<file path="config.mk">
export PLATFORM = sky130hd
export DESIGN_NAME = ucrd_channel_regs
export DESIGN_NICKNAME = d
export VERILOG_FILES = /design/src/logic/ucrd_pkg.sv /design/src/logic/ucrd_addr_decode.sv /design/src/logic/ucrd_channel_regs.sv /design/src/logic/ucrd_fifo_status.sv
export VERILOG_INCLUDE_DIRS = /design/src /design/src/logic
export SDC_FILE = /design/constraint.sdc
export NUM_CORES = 1
export LEC_CHECK = 0
export BUFFER_PORTS_ARGS = -buffer_cell sky130_fd_sc_hd__buf_2
export CORE_AREA = 2 2 112 114
export DETAILED_ROUTE_END_ITERATION = 6
export DIE_AREA = 0 0 114 116
export GPL_ROUTABILITY_DRIVEN = 0
export PLACE_DENSITY = 0.8
export SLEW_MARGIN = 10
export SYNTH_ARGS = -nofsm -noshare
export SYNTH_HDL_FRONTEND = slang
export SYNTH_SLANG_ARGS = --single-unit
</file>
<file path="constraint.sdc">
create_clock -name sys_clk -period 4.1 [get_ports sys_clk]
set_clock_uncertainty 0.05 [all_clocks]
set_input_delay 0.82 -clock sys_clk [delete_from_list [all_inputs] [get_ports sys_clk]]
set_output_delay 0.82 -clock sys_clk [all_outputs]
set_load 0.02 [all_outputs]
</file>
<file path="src/logic/ucrd_params.svh">
`ifndef UCRD_PARAMS_SVH
`define UCRD_PARAMS_SVH

// Register addresses on the three-bit channel address.
`define UCRD_ADDR_RXTX 3'h0
`define UCRD_ADDR_IER 3'h1
`define UCRD_ADDR_ISRFCR 3'h2
`define UCRD_ADDR_LCR 3'h3
`define UCRD_ADDR_MCR 3'h4
`define UCRD_ADDR_LSR 3'h5
`define UCRD_ADDR_MSR 3'h6
`define UCRD_ADDR_SPR 3'h7

// Line control value that opens the enhanced register page.
`define UCRD_KEY_ENH 8'hBF

// Field positions.
`define UCRD_LCR_DIVACC 7
`define UCRD_EFR_ENH 4
`define UCRD_MCR_DTR 0
`define UCRD_MCR_RTS 1
`define UCRD_MCR_SPARE 2
`define UCRD_MCR_GATE 3
`define UCRD_MCR_LOOP 4

// Bits that only work while the enhanced-function bit is set.
`define UCRD_IER_ENH_MASK 8'hF0
`define UCRD_ISR_ENH_MASK 8'h30
`define UCRD_FCR_ENH_MASK 8'h30
`define UCRD_MCR_ENH_MASK 8'hE0
// Fraction bits 3-0, 8X bit 4, 4X bit 5; bits 7-6 reserved.
`define UCRD_DLD_MASK 8'h3F

// Reset values.
`define UCRD_RST_BYTE 8'h00

`endif

</file>
<file path="src/logic/ucrd_pkg.sv">
package ucrd_pkg;

  typedef enum logic [4:0] {
    UCRD_SEL_NONE = 5'h00,
    UCRD_SEL_RXTX = 5'h01,
    UCRD_SEL_DLL = 5'h02,
    UCRD_SEL_DLM = 5'h03,
    UCRD_SEL_DLD = 5'h04,
    UCRD_SEL_IER = 5'h05,
    UCRD_SEL_ISRFCR = 5'h06,
    UCRD_SEL_LCR = 5'h07,
    UCRD_SEL_MCR = 5'h08,
    UCRD_SEL_LSR = 5'h09,
    UCRD_SEL_MSR = 5'h0A,
    UCRD_SEL_SPR = 5'h0B,
    UCRD_SEL_EFR = 5'h0C,
    UCRD_SEL_XON1 = 5'h0D,
    UCRD_SEL_XON2 = 5'h0E,
    UCRD_SEL_XOFF1 = 5'h0F,
    UCRD_SEL_XOFF2 = 5'h10
  } ucrd_sel_t;

endpackage : ucrd_pkg

</file>
<file path="src/logic/ucrd_addr_decode.sv">
`timescale 1ns/1ps
`include "ucrd_params.svh"

module ucrd_addr_decode (
  input wire logic [2:0] regAddr,
  input wire logic [7:0] lineControl,
  input wire logic enhEnable,
  output ucrd_pkg::ucrd_sel_t regSel
);
  import ucrd_pkg::*;

  logic keyPage;
  logic divAccess;

  assign keyPage = (lineControl == `UCRD_KEY_ENH);
  assign divAccess = lineControl[`UCRD_LCR_DIVACC];

  always_comb begin
    regSel = UCRD_SEL_NONE;
    case (regAddr)
      `UCRD_ADDR_RXTX: begin
        // The key value also sets the divisor-access bit, so it must be excluded here.
        if (!divAccess) regSel = UCRD_SEL_RXTX;
        else if (!keyPage) regSel = UCRD_SEL_DLL;
        else regSel = UCRD_SEL_NONE;
      end
      `UCRD_ADDR_IER: begin
        if (!divAccess) regSel = UCRD_SEL_IER;
        else if (!keyPage) regSel = UCRD_SEL_DLM;
        else regSel = UCRD_SEL_NONE;
      end
      `UCRD_ADDR_ISRFCR: begin
        if (!divAccess) regSel = UCRD_SEL_ISRFCR;
        else if (keyPage) regSel = UCRD_SEL_EFR;
        else if (enhEnable) regSel = UCRD_SEL_DLD;
        else regSel = UCRD_SEL_NONE;
      end
      `UCRD_ADDR_LCR: regSel = UCRD_SEL_LCR;
      `UCRD_ADDR_MCR: regSel = keyPage ? UCRD_SEL_XON1 : UCRD_SEL_MCR;
      `UCRD_ADDR_LSR: regSel = keyPage ? UCRD_SEL_XON2 : UCRD_SEL_LSR;
      `UCRD_ADDR_MSR: regSel = keyPage ? UCRD_SEL_XOFF1 : UCRD_SEL_MSR;
      `UCRD_ADDR_SPR: regSel = keyPage ? UCRD_SEL_XOFF2 : UCRD_SEL_SPR;
      default: regSel = UCRD_SEL_NONE;
    endcase
  end

endmodule : ucrd_addr_decode

</file>
<file path="src/logic/ucrd_channel_regs.sv">
// What this block does
// - Private register set decoded per selected channel.
// - Address 0: receive read, transmit write.
// - Divisor access: addresses 0,1 are divisor bytes.
// - Divisor access 2: fraction register, enhanced only.
// - Normal 1: interrupt enable; 2: status/FIFO control.
// - 3 line control; 4-7 modem, status, scratch.
// - Key value: enhanced register and flow characters.
// - Status select low: read FIFO ready byte.
// - Enhanced bits work only with enhanced bit.
// - Modem bits gate interrupt, drive RTS/DTR.
// - Modem bit 4: internal loopback, TX marks.
`timescale 1ns/1ps
`include "ucrd_params.svh"

module ucrd_channel_regs #(
  parameter int NUM_CH = 4
) (
  input wire logic sys_clk,
  input wire logic srst,
  input wire logic chanSel,
  input wire logic [2:0] regAddr,
  input wire logic wrStrobe,
  input wire logic rdStrobe,
  input wire logic [7:0] wrData,
  output logic [7:0] rdData,
  output logic rdValid,
  input wire logic fifoStatusSelN,
  input wire logic [NUM_CH-1:0] rxReadyFlags,
  input wire logic [NUM_CH-1:0] txReadyFlags,
  input wire logic [7:0] rxHoldingData,
  output logic rxPop,
  output logic [7:0] txHoldingData,
  output logic txLoad,
  input wire logic [7:0] intStatusIn,
  output logic intStatusRead,
  input wire logic [7:0] lineStatusIn,
  output logic lineStatusRead,
  input wire logic [7:0] modemStatusIn,
  output logic modemStatusRead,
  output logic [7:0] fifoControl,
  output logic fifoControlWrite,
  output logic [7:0] divisorLow,
  output logic [7:0] divisorHigh,
  output logic [7:0] divisorFraction,
  output logic [7:0] intEnable,
  output logic [7:0] lineControl,
  output logic [7:0] modemControl,
  output logic [7:0] scratchByte,
  output logic [7:0] enhancedFeatures,
  output logic [7:0] resumeCharOne,
  output logic [7:0] resumeCharTwo,
  output logic [7:0] pauseCharOne,
  output logic [7:0] pauseCharTwo,
  input wire logic intRaw,
  output logic intOut,
  output logic rtsOutN,
  output logic dtrOutN,
  output logic spareOutOneN,
  input wire logic txShiftOut,
  input wire logic rxPin,
  output logic txPin,
  output logic rxShiftIn
);
  import ucrd_pkg::*;

  // Keeps the enhanced bits of a field only while enhanced functions are on.
  function automatic logic [7:0] ucrd_enh_keep(input logic [7:0] mask, input logic enh);
    return enh ? 8'hFF : ~mask;
  endfunction : ucrd_enh_keep

  // Write merge that leaves enhanced bits untouched while they are locked.
  function automatic logic [7:0] ucrd_wr_merge(input logic [7:0] oldVal, input logic [7:0] newVal,
                                                input logic [7:0] mask, input logic enh);
    return enh ? newVal : ((newVal & ~mask) | (oldVal & mask));
  endfunction : ucrd_wr_merge

  logic [7:0] dll_r;
  logic [7:0] dlm_r;
  logic [7:0] dld_r;
  logic [7:0] ier_r;
  logic [7:0] fcr_r;
  logic [7:0] lcr_r;
  logic [7:0] mcr_r;
  logic [7:0] spr_r;
  logic [7:0] efr_r;
  logic [7:0] xon1_r;
  logic [7:0] xon2_r;
  logic [7:0] xoff1_r;
  logic [7:0] xoff2_r;
  logic [7:0] thr_r;
  logic [7:0] rdData_r;
  logic [7:0] rdData_nxt;
  logic rdValid_r;
  logic txLoad_r;
  logic fcrWr_r;
  logic intOut_r;
  logic rtsN_r;
  logic dtrN_r;
  logic spareN_r;
  logic txPin_r;
  logic rxShift_r;
  logic enh;
  logic loopOn;
  logic regWr;
  logic regRd;
  logic statusRd;
  logic [7:0] fifoStatusByte;
  ucrd_sel_t regSel;

  assign enh = efr_r[`UCRD_EFR_ENH];
  assign loopOn = mcr_r[`UCRD_MCR_LOOP];
  assign regWr = wrStrobe & chanSel;
  assign regRd = rdStrobe & chanSel & fifoStatusSelN;
  assign statusRd = rdStrobe & ~fifoStatusSelN;

  ucrd_addr_decode u_decode (
    .regAddr(regAddr),
    .lineControl(lcr_r),
    .enhEnable(enh),
    .regSel(regSel)
  );

  ucrd_fifo_status #(
    .NUM_CH(NUM_CH)
  ) u_fifo_ready_flags (
    .rxReadyFlags(rxReadyFlags),
    .txReadyFlags(txReadyFlags),
    .statusByte(fifoStatusByte)
  );

  always_ff @(posedge sys_clk) begin
    if (srst) begin
      dll_r <= `UCRD_RST_BYTE;
      dlm_r <= `UCRD_RST_BYTE;
      dld_r <= `UCRD_RST_BYTE;
    end else if (regWr) begin
      if (regSel == UCRD_SEL_DLL) dll_r <= wrData;
      if (regSel == UCRD_SEL_DLM) dlm_r <= wrData;
      if (regSel == UCRD_SEL_DLD) dld_r <= wrData & `UCRD_DLD_MASK;
    end
  end

  always_ff @(posedge sys_clk) begin
    if (srst) begin
      ier_r <= `UCRD_RST_BYTE;
      lcr_r <= `UCRD_RST_BYTE;
      mcr_r <= `UCRD_RST_BYTE;
      spr_r <= `UCRD_RST_BYTE;
    end else if (regWr) begin
      if (regSel == UCRD_SEL_IER) ier_r <= ucrd_wr_merge(ier_r, wrData, `UCRD_IER_ENH_MASK, enh);
      if (regSel == UCRD_SEL_LCR) lcr_r <= wrData;
      if (regSel == UCRD_SEL_MCR) mcr_r <= ucrd_wr_merge(mcr_r, wrData, `UCRD_MCR_ENH_MASK, enh);
      if (regSel == UCRD_SEL_SPR) spr_r <= wrData;
    end
  end

  always_ff @(posedge sys_clk) begin
    if (srst) begin
      efr_r <= `UCRD_RST_BYTE;
      xon1_r <= `UCRD_RST_BYTE;
      xon2_r <= `UCRD_RST_BYTE;
      xoff1_r <= `UCRD_RST_BYTE;
      xoff2_r <= `UCRD_RST_BYTE;
    end else if (regWr) begin
      if (regSel == UCRD_SEL_EFR) efr_r <= wrData;
      if (regSel == UCRD_SEL_XON1) xon1_r <= wrData;
      if (regSel == UCRD_SEL_XON2) xon2_r <= wrData;
      if (regSel == UCRD_SEL_XOFF1) xoff1_r <= wrData;
      if (regSel == UCRD_SEL_XOFF2) xoff2_r <= wrData;
    end
  end

  always_ff @(posedge sys_clk) begin
    if (srst) begin
      thr_r <= `UCRD_RST_BYTE;
      fcr_r <= `UCRD_RST_BYTE;
      txLoad_r <= 1'b0;
      fcrWr_r <= 1'b0;
    end else begin
      txLoad_r <= regWr && (regSel == UCRD_SEL_RXTX);
      fcrWr_r <= regWr && (regSel == UCRD_SEL_ISRFCR);
      if (regWr && (regSel == UCRD_SEL_RXTX)) thr_r <= wrData;
      // The FIFO control register is write-only, so locked bits are simply dropped.
      if (regWr && (regSel == UCRD_SEL_ISRFCR)) fcr_r <= wrData & ucrd_enh_keep(`UCRD_FCR_ENH_MASK, enh);
    end
  end

  always_comb begin
    rdData_nxt = `UCRD_RST_BYTE;
    case (regSel)
      UCRD_SEL_RXTX: rdData_nxt = rxHoldingData;
      UCRD_SEL_DLL: rdData_nxt = dll_r;
      UCRD_SEL_DLM: rdData_nxt = dlm_r;
      UCRD_SEL_DLD: rdData_nxt = dld_r;
      UCRD_SEL_IER: rdData_nxt = ier_r & ucrd_enh_keep(`UCRD_IER_ENH_MASK, enh);
      UCRD_SEL_ISRFCR: rdData_nxt = intStatusIn & ucrd_enh_keep(`UCRD_ISR_ENH_MASK, enh);
      UCRD_SEL_LCR: rdData_nxt = lcr_r;
      UCRD_SEL_MCR: rdData_nxt = mcr_r & ucrd_enh_keep(`UCRD_MCR_ENH_MASK, enh);
      UCRD_SEL_LSR: rdData_nxt = lineStatusIn;
      UCRD_SEL_MSR: rdData_nxt = modemStatusIn;
      UCRD_SEL_SPR: rdData_nxt = spr_r;
      UCRD_SEL_EFR: rdData_nxt = efr_r;
      UCRD_SEL_XON1: rdData_nxt = xon1_r;
      UCRD_SEL_XON2: rdData_nxt = xon2_r;
      UCRD_SEL_XOFF1: rdData_nxt = xoff1_r;
      UCRD_SEL_XOFF2: rdData_nxt = xoff2_r;
      default: rdData_nxt = `UCRD_RST_BYTE;
    endcase
  end

  always_ff @(posedge sys_clk) begin
    if (srst) begin
      rdData_r <= `UCRD_RST_BYTE;
      rdValid_r <= 1'b0;
    end else begin
      rdValid_r <= regRd | statusRd;
      if (statusRd) rdData_r <= fifoStatusByte;
      else if (regRd) rdData_r <= rdData_nxt;
    end
  end

  // Read side effects fire in the strobe cycle so the data path can advance before the next access.
  assign rxPop = regRd && (regSel == UCRD_SEL_RXTX);
  assign intStatusRead = regRd && (regSel == UCRD_SEL_ISRFCR);
  assign lineStatusRead = regRd && (regSel == UCRD_SEL_LSR);
  assign modemStatusRead = regRd && (regSel == UCRD_SEL_MSR);

  always_ff @(posedge sys_clk) begin
    if (srst) begin
      intOut_r <= 1'b0;
      rtsN_r <= 1'b1;
      dtrN_r <= 1'b1;
      spareN_r <= 1'b1;
      txPin_r <= 1'b1;
      rxShift_r <= 1'b1;
    end else begin
      intOut_r <= intRaw & mcr_r[`UCRD_MCR_GATE];
      rtsN_r <= loopOn | ~mcr_r[`UCRD_MCR_RTS];
      dtrN_r <= loopOn | ~mcr_r[`UCRD_MCR_DTR];
      spareN_r <= ~mcr_r[`UCRD_MCR_SPARE];
      txPin_r <= loopOn | txShiftOut;
      rxShift_r <= loopOn ? txShiftOut : rxPin;
    end
  end

  assign rdData = rdData_r;
  assign rdValid = rdValid_r;
  assign txHoldingData = thr_r;
  assign txLoad = txLoad_r;
  assign fifoControl = fcr_r & ucrd_enh_keep(`UCRD_FCR_ENH_MASK, enh);
  assign fifoControlWrite = fcrWr_r;
  assign divisorLow = dll_r;
  assign divisorHigh = dlm_r;
  assign divisorFraction = dld_r;
  assign intEnable = ier_r & ucrd_enh_keep(`UCRD_IER_ENH_MASK, enh);
  assign modemControl = mcr_r & ucrd_enh_keep(`UCRD_MCR_ENH_MASK, enh);
  assign lineControl = lcr_r;
  assign scratchByte = spr_r;
  assign enhancedFeatures = efr_r;
  assign resumeCharOne = xon1_r;
  assign resumeCharTwo = xon2_r;
  assign pauseCharOne = xoff1_r;
  assign pauseCharTwo = xoff2_r;
  assign intOut = intOut_r;
  assign rtsOutN = rtsN_r;
  assign dtrOutN = dtrN_r;
  assign spareOutOneN = spareN_r;
  assign txPin = txPin_r;
  assign rxShiftIn = rxShift_r;

  property p_unselected_write;
    @(posedge sys_clk) disable iff (srst)
      (wrStrobe && !chanSel) |=> ($stable(lcr_r) && $stable(spr_r) && !txLoad);
  endproperty
  a_unselected_write: assert property (p_unselected_write) else $error("Unselected write changed state");

  property p_rx_read;
    @(posedge sys_clk) disable iff (srst)
      (regRd && regAddr == `UCRD_ADDR_RXTX && !lcr_r[`UCRD_LCR_DIVACC])
        |-> rxPop ##1 (rdValid && rdData == $past(rxHoldingData));
  endproperty
  a_rx_read: assert property (p_rx_read) else $error("Receive holding read wrong");

  property p_tx_load;
    @(posedge sys_clk) disable iff (srst)
      (regWr && regAddr == `UCRD_ADDR_RXTX && !lcr_r[`UCRD_LCR_DIVACC])
        |=> (txLoad && txHoldingData == $past(wrData)) ##1 !txLoad;
  endproperty
  a_tx_load: assert property (p_tx_load) else $error("Transmit holding load wrong");

  property p_div_low;
    @(posedge sys_clk) disable iff (srst)
      (regWr && regAddr == `UCRD_ADDR_RXTX && lcr_r[`UCRD_LCR_DIVACC] && lcr_r != `UCRD_KEY_ENH)
        |=> (divisorLow == $past(wrData) && !txLoad);
  endproperty
  a_div_low: assert property (p_div_low) else $error("Divisor low write lost");

  property p_frac_locked;
    @(posedge sys_clk) disable iff (srst)
      (regWr && regAddr == `UCRD_ADDR_ISRFCR && lcr_r[`UCRD_LCR_DIVACC] && lcr_r != `UCRD_KEY_ENH && !enh)
        |=> ($stable(dld_r) && !fifoControlWrite);
  endproperty
  a_frac_locked: assert property (p_frac_locked) else $error("Fraction written while locked");

  property p_fcr_write;
    @(posedge sys_clk) disable iff (srst)
      (regWr && regAddr == `UCRD_ADDR_ISRFCR && !lcr_r[`UCRD_LCR_DIVACC]) |=> fifoControlWrite;
  endproperty
  a_fcr_write: assert property (p_fcr_write) else $error("FIFO control pulse missing");

  property p_lcr_write;
    @(posedge sys_clk) disable iff (srst)
      (regWr && regAddr == `UCRD_ADDR_LCR) |=> (lineControl == $past(wrData));
  endproperty
  a_lcr_write: assert property (p_lcr_write) else $error("Line control write lost");

  property p_key_page;
    @(posedge sys_clk) disable iff (srst)
      (regWr && regAddr == `UCRD_ADDR_SPR && lcr_r == `UCRD_KEY_ENH)
        |=> (pauseCharTwo == $past(wrData) && $stable(spr_r));
  endproperty
  a_key_page: assert property (p_key_page) else $error("Pause character two write wrong");

  property p_fifo_ready_flags_read;
    @(posedge sys_clk) disable iff (srst)
      (rdStrobe && !fifoStatusSelN) |=> (rdValid && rdData == $past({rxReadyFlags, txReadyFlags}));
  endproperty
  a_fifo_ready_flags_read: assert property (p_fifo_ready_flags_read) else $error("FIFO status byte wrong");

  property p_enh_outputs;
    @(posedge sys_clk) disable iff (srst)
      !enh |-> (intEnable[7:4] == 4'h0 && modemControl[7:5] == 3'h0 && fifoControl[5:4] == 2'h0) or
               $rose(efr_r[`UCRD_EFR_ENH]) or $fell(efr_r[`UCRD_EFR_ENH]);
  endproperty
  a_enh_outputs: assert property (p_enh_outputs) else $error("Enhanced bit active while locked");

  property p_int_gate;
    @(posedge sys_clk) disable iff (srst)
      1'b1 |=> (intOut == ($past(intRaw) && $past(mcr_r[`UCRD_MCR_GATE])));
  endproperty
  a_int_gate: assert property (p_int_gate) else $error("Interrupt gate wrong");

  property p_ier_read_locked;
    @(posedge sys_clk) disable iff (srst)
      (regRd && regAddr == `UCRD_ADDR_IER && !lcr_r[`UCRD_LCR_DIVACC] && !enh)
        |=> (rdData[7:4] == 4'h0 && rdData[3:0] == $past(ier_r[3:0]));
  endproperty
  a_ier_read_locked: assert property (p_ier_read_locked) else $error("Locked enable bits read nonzero");

  property p_loopback;
    @(posedge sys_clk) disable iff (srst)
      loopOn |=> (txPin && rtsOutN && dtrOutN && rxShiftIn == $past(txShiftOut));
  endproperty
  a_loopback: assert property (p_loopback) else $error("Loopback routing wrong");

endmodule : ucrd_channel_regs

</file>
<file path="src/logic/ucrd_fifo_status.sv">
`timescale 1ns/1ps

module ucrd_fifo_status #(
  parameter int NUM_CH = 4
) (
  input wire logic [NUM_CH-1:0] rxReadyFlags,
  input wire logic [NUM_CH-1:0] txReadyFlags,
  output logic [2*NUM_CH-1:0] statusByte
);

  // Receive flags in the upper half, transmit flags in the lower, highest channel first.
  assign statusByte = {rxReadyFlags, txReadyFlags};

endmodule : ucrd_fifo_status

</file>
=== Word level (Yosys, flattened, before mapping) ===
Index checks and enable logic that the tools add are counted.

* Output and inout bits: 133
* Input port bits: 60
* Register bits after elaboration: 127

* Equality and inequality tests: 24
* Reductions and logical operators: 20
* Muxes and demuxes: 21
* Bitwise gates (word level): 20

{| class="wikitable"
|+ Operator list
! operator !! number
|-
| $pmux 8 s16 || 1
|-
| $mux 8 || 6
|-
| $and 8x8->8 || 5
|-
| $eq 5x4->1 const B || 8
|-
| $pmux 5 s8 || 1
|-
| $mux 5 || 5
|-
| $reduce_and 2->1 || 12
|-
| $eq 5x3->1 const B || 4
|-
| $eq 3x3->1 const B || 4
|-
| $mux 3 || 4
|-
| $eq 5x2->1 const B || 2
|-
| $eq 8x8->1 const B || 1
|-
| $or 4x8->8 || 1
|-
| $or 5x8->8 || 1
|-
| $eq 3x2->1 const B || 2
|-
| $logic_and 1x1->1 || 6
|-
| $mux 6 || 1
|-
| $and 1x1->1 || 5
|-
| $eq 5x1->1 const B || 1
|-
| $eq 5x5->1 const B || 1
|-
| $mux 2 || 2
|-
| $not 1->1 || 4
|-
| $or 1x1->1 || 4
|-
| $eq 3x1->1 const B || 1
|-
| other kinds (3) || 3
|}

=== Logic depth before layout (Yosys ltp) ===
* Word-level depth: 8
* Depth in mapped cells: 8

=== Modules after synthesis ===
Synthesis repeated with hierarchy kept, for this count alone.

* Cell total of the unflattened synthesis: 709
* Area total of the unflattened synthesis: 6256.0 um2

{| class="wikitable"
|+ By module, submodules not included
! module !! area an instance (um2) !! sequential area each (um2) !! times used !! cells each
|-
| ucrd_channel_regs || 5968.2 || 2542.4 || 1 || 673
|-
| ucrd_addr_decode || 227.7 || 0.0 || 1 || 28
|-
| ucrd_fifo_status || 60.1 || 0.0 || 1 || 8
|}

=== Worst setup path after synthesis ===
Ideal clock, no wire load.

* Path type: input to output
* Start point: input port regAddr[0]
* End point: output port modemStatusRead
* Arrival: 2054 ps
* Required time: 3230 ps
* Stages: 4
* Path buffers: 3
* Setup slack: 1176 ps
* Cells stage by stage: buf_2 -> buf_4 -> buf_2 -> nor4_1

* Word-level cells in the longest chain between the ends: 4
* Elaborated cells on any way between the ends: 11

{| class="wikitable"
|+ Ends and longest elaborated chain
! item !! line !! text
|-
| start: declaration || ucrd_channel_regs.sv:22 || <nowiki>input wire logic [2:0] regAddr,</nowiki>
|-
| $eq 3x3->1, or another cell as far along || ucrd_addr_decode.sv:20 || <nowiki>case (regAddr)</nowiki>
|-
| $pmux 5 s8 * || ucrd_addr_decode.sv:20 ||
|-
| $eq 5x4->1 * || ucrd_channel_regs.sv:227 || <nowiki>assign modemStatusRead = regRd && (regSel == UCRD_SEL_MSR);</nowiki>
|-
| $logic_and 1x1->1 * || ucrd_channel_regs.sv:227 ||
|-
| end: declaration || ucrd_channel_regs.sv:40 || <nowiki>output logic modemStatusRead,</nowiki>
|}

Every way passes the cells marked *; elsewhere a longest branch is shown, timed or not.

=== Final worst setup path ===
* Start point: input port regAddr[2]
* End point: output port lineStatusRead

* Word-level cells in the longest chain between the ends: 4
* Elaborated cells on any way between the ends: 11

{| class="wikitable"
|+ Ends and longest elaborated chain
! item !! line !! text
|-
| $eq 3x3->1, or another cell as far along || ucrd_addr_decode.sv:20 ||
|-
| $pmux 5 s8 * || ucrd_addr_decode.sv:20 ||
|-
| $eq 5x4->1 * || ucrd_channel_regs.sv:226 || <nowiki>assign lineStatusRead = regRd && (regSel == UCRD_SEL_LSR);</nowiki>
|-
| $logic_and 1x1->1 * || ucrd_channel_regs.sv:226 ||
|-
| end: declaration || ucrd_channel_regs.sv:38 || <nowiki>output logic lineStatusRead,</nowiki>
|}

Marks and branches as above.

==> impl_metrics.toml <==
[synth]
synth_edf_count = 0
synthFlopType = "dfxtp_1"
synth.largest_area_cell = "dfxtp_1"
synth_top_area_share_pct = 41.4
ys_warn_count = 0
synth_area_um2 = 6140
synth_cell_types = 62
synth_cells = 678
avgSynthCellArea_um2 = 9.06
yosys-top-cells-area = "dfxtp_1, mux2i_1, nor2_1"
ys_seq_elements = 127
async_flop_share_pct = 0
yosysSeqAreaShare_pct = 41.4
synth_commonest_cells = "dfxtp_1, nor2_1, mux2i_1"
yosysMostFrequentCell = "dfxtp_1"

[timing]
fmax_mhz = 307
period_minus_slack_ns = 3.26
period_share_pct = 79.5
drv_slew = 0
setup_viol = 0
rsz0062_at_grt = "no"
slew_headroom_pct = 24.4
worst_slack_ns = 0.842
holdWs_ns = 0.362
worst_pin_slew_ns = 1.13
setup_tns_ns = 0
hold_viol_final = 0

[clocking]
cts_buffers = 17
holdBufCountCts = 0
cts_tree = "done"
clkLatencyLatePin_ns = 0.42
post-cts-setup-buffers = 0
htreeDepth = 4
clock_path_buffers = 2
clkTransAtPathRegs_ns = 0.05
cts-resized-gates = 0
clock_sinks = 127
root_buffer = "clkbuf_16"

[drt]
first_iter_violations = 594
num_vias = 5879
ant_nets = 0
drc = 2
firstDrtPassIters = 7
vias_per_cell = 5.98
wl_per_cell_um = 20.7
routed_wl_um = 20300

[final_layout]
nets = 883
area_growth_pct = 23.2
seq_area_um2 = 2540
fin_area_um2 = 7560
n_antenna_cell = 0
final_cells = 983
multi_input_area_um2 = 3180
drive_gt1_share_pct = 30.4
nFillCells = 1003

[pwr]
power.leakage_uw = 0.00376
comb_power_share_pct = 7.3
intPower_uw = 2300
p_seq_share_pct = 41.7
p_sw_uw = 705
swShare_pct = 23.5
power.density_nw_per_um2 = 397
p_clk_share_pct = 50.9
vdd_drop_max_uv = 298

[die]
die-width_um = 114
placementRows = 40
io_pins = 193
dieArea_um2 = 13200
die_height_um = 116
initial_utilization_pct = 51.6
core_area_um2 = 11900

[place]
hpwl_um = 14200
dpl_cell_area_um2 = 6970
place_inst = 951
portBuffers = 190
pre_cts_ws_ns = 0.889

[global_routing]
antenna_found_initial = 0
grt_max_degree = 85
grt_usage_pct = 30.4
grt_pass1_wl_um = 30500
grt_pass1_vias = 5432
grt_overflow = 0

[setup_path]
path_class = "input pin to primary output"
start_kind = "input pin"
critPathRequiredTime_ns = 3.23
worst-path-max-fanout = 26
arrival_ns = 2.39
crit_path_end_kind = "primary output"

[run_status]
status = "finished with violations"
failed_checks = "DRC"

[flow_run]
max_cap_violations = 0

[worst_hold_path]
hold_path.class = "flop to flop"
-- critical path, cell delays in order --
cell and delay, ns:
buf_2 0.40, inv_1 0.33, nor3b_1 0.30, nor3b_1 0.30, buf_2 0.23
-- worst paths after layout --
path	from	to	slack, ns	cells after the start
max	regAddr[2]	lineStatusRead	0.84	5
min	mcr_r[0]$_SDFFE_PP0P_	dtrOutN$_SDFF_PP1_	0.36	1
max reg2reg	lineControl[6]$_SDFFE_PP0P_	rdData[5]$_SDFFE_PP0P_	1.48	6
min reg2reg	mcr_r[0]$_SDFFE_PP0P_	dtrOutN$_SDFF_PP1_	0.36	1
-- cell type report --
class	instances	area share (%)
Clock buffer	21	6.09
Clock inverter	11	1.84
Inverter	5	0.248
Multi-Input combinational cell	471	42.1
Sequential cell	127	33.6
Tap cell	147	2.43
Timing Repair Buffer	201	13.7
-- placed cells by master, fill, tap and decap left out, drive strengths merged, types with 5 or more instances in the layout --
cell and n:
nand3 12, and3 8, nand2 48, nor2b 6, a21oi 26, nor2 113
nand4 10, a32oi 5, dfxtp 127, o21ai 10, and2 15, mux2 10
clkinv 6, mux2i 105, o221ai 5, nor3b 5, a22oi 17, buf 201
a221oi 6, clkbuf 21, inv 5, a22o 5, nor3 6
-- kinds of logic (layout without fill, tap and decap cells) --
family,count (synthesis),after routing,synth area share [%]
AND/OR/NAND/NOR,240,240,18.9
other,1,2,0.0611
buffers and inverters,81,238,6.82
multiplexers,115,115,18.9
AO/OA/AOI/OAI,114,114,13.9
flip-flops,127,127,41.4
-- per-stage QoR --
step	util (%)	total power, uW
2_1_floorplan	-	1410
3_3_place_gp	58.5	1490
3_5_place_dp	58.5	1490
4_1_cts	63.5	3010
5_1_grt	63.5	3080
6_report	63.5	3000
-- layer usage --
layer  vias up  track usage [%]  routed length [um]
li1       2686                -                   -
met1      2727             38.8                8110
met2       400             47.8                9230
met3        66             10.5                2330
met4         0             11.5                 662
met5         -                0                   0
-- power by group through the flow --
stage / clock network, uW / registers, uW / logic [uW]
after floorplan: 0 / 1290 / 121
after global placement: 0 / 1280 / 213
after detailed placement: 0 / 1280 / 214
after CTS: 1540 / 1250 / 215
after global routing: 1590 / 1250 / 232
final: 1530 / 1250 / 221
Power figures use the tool's default switching activity.
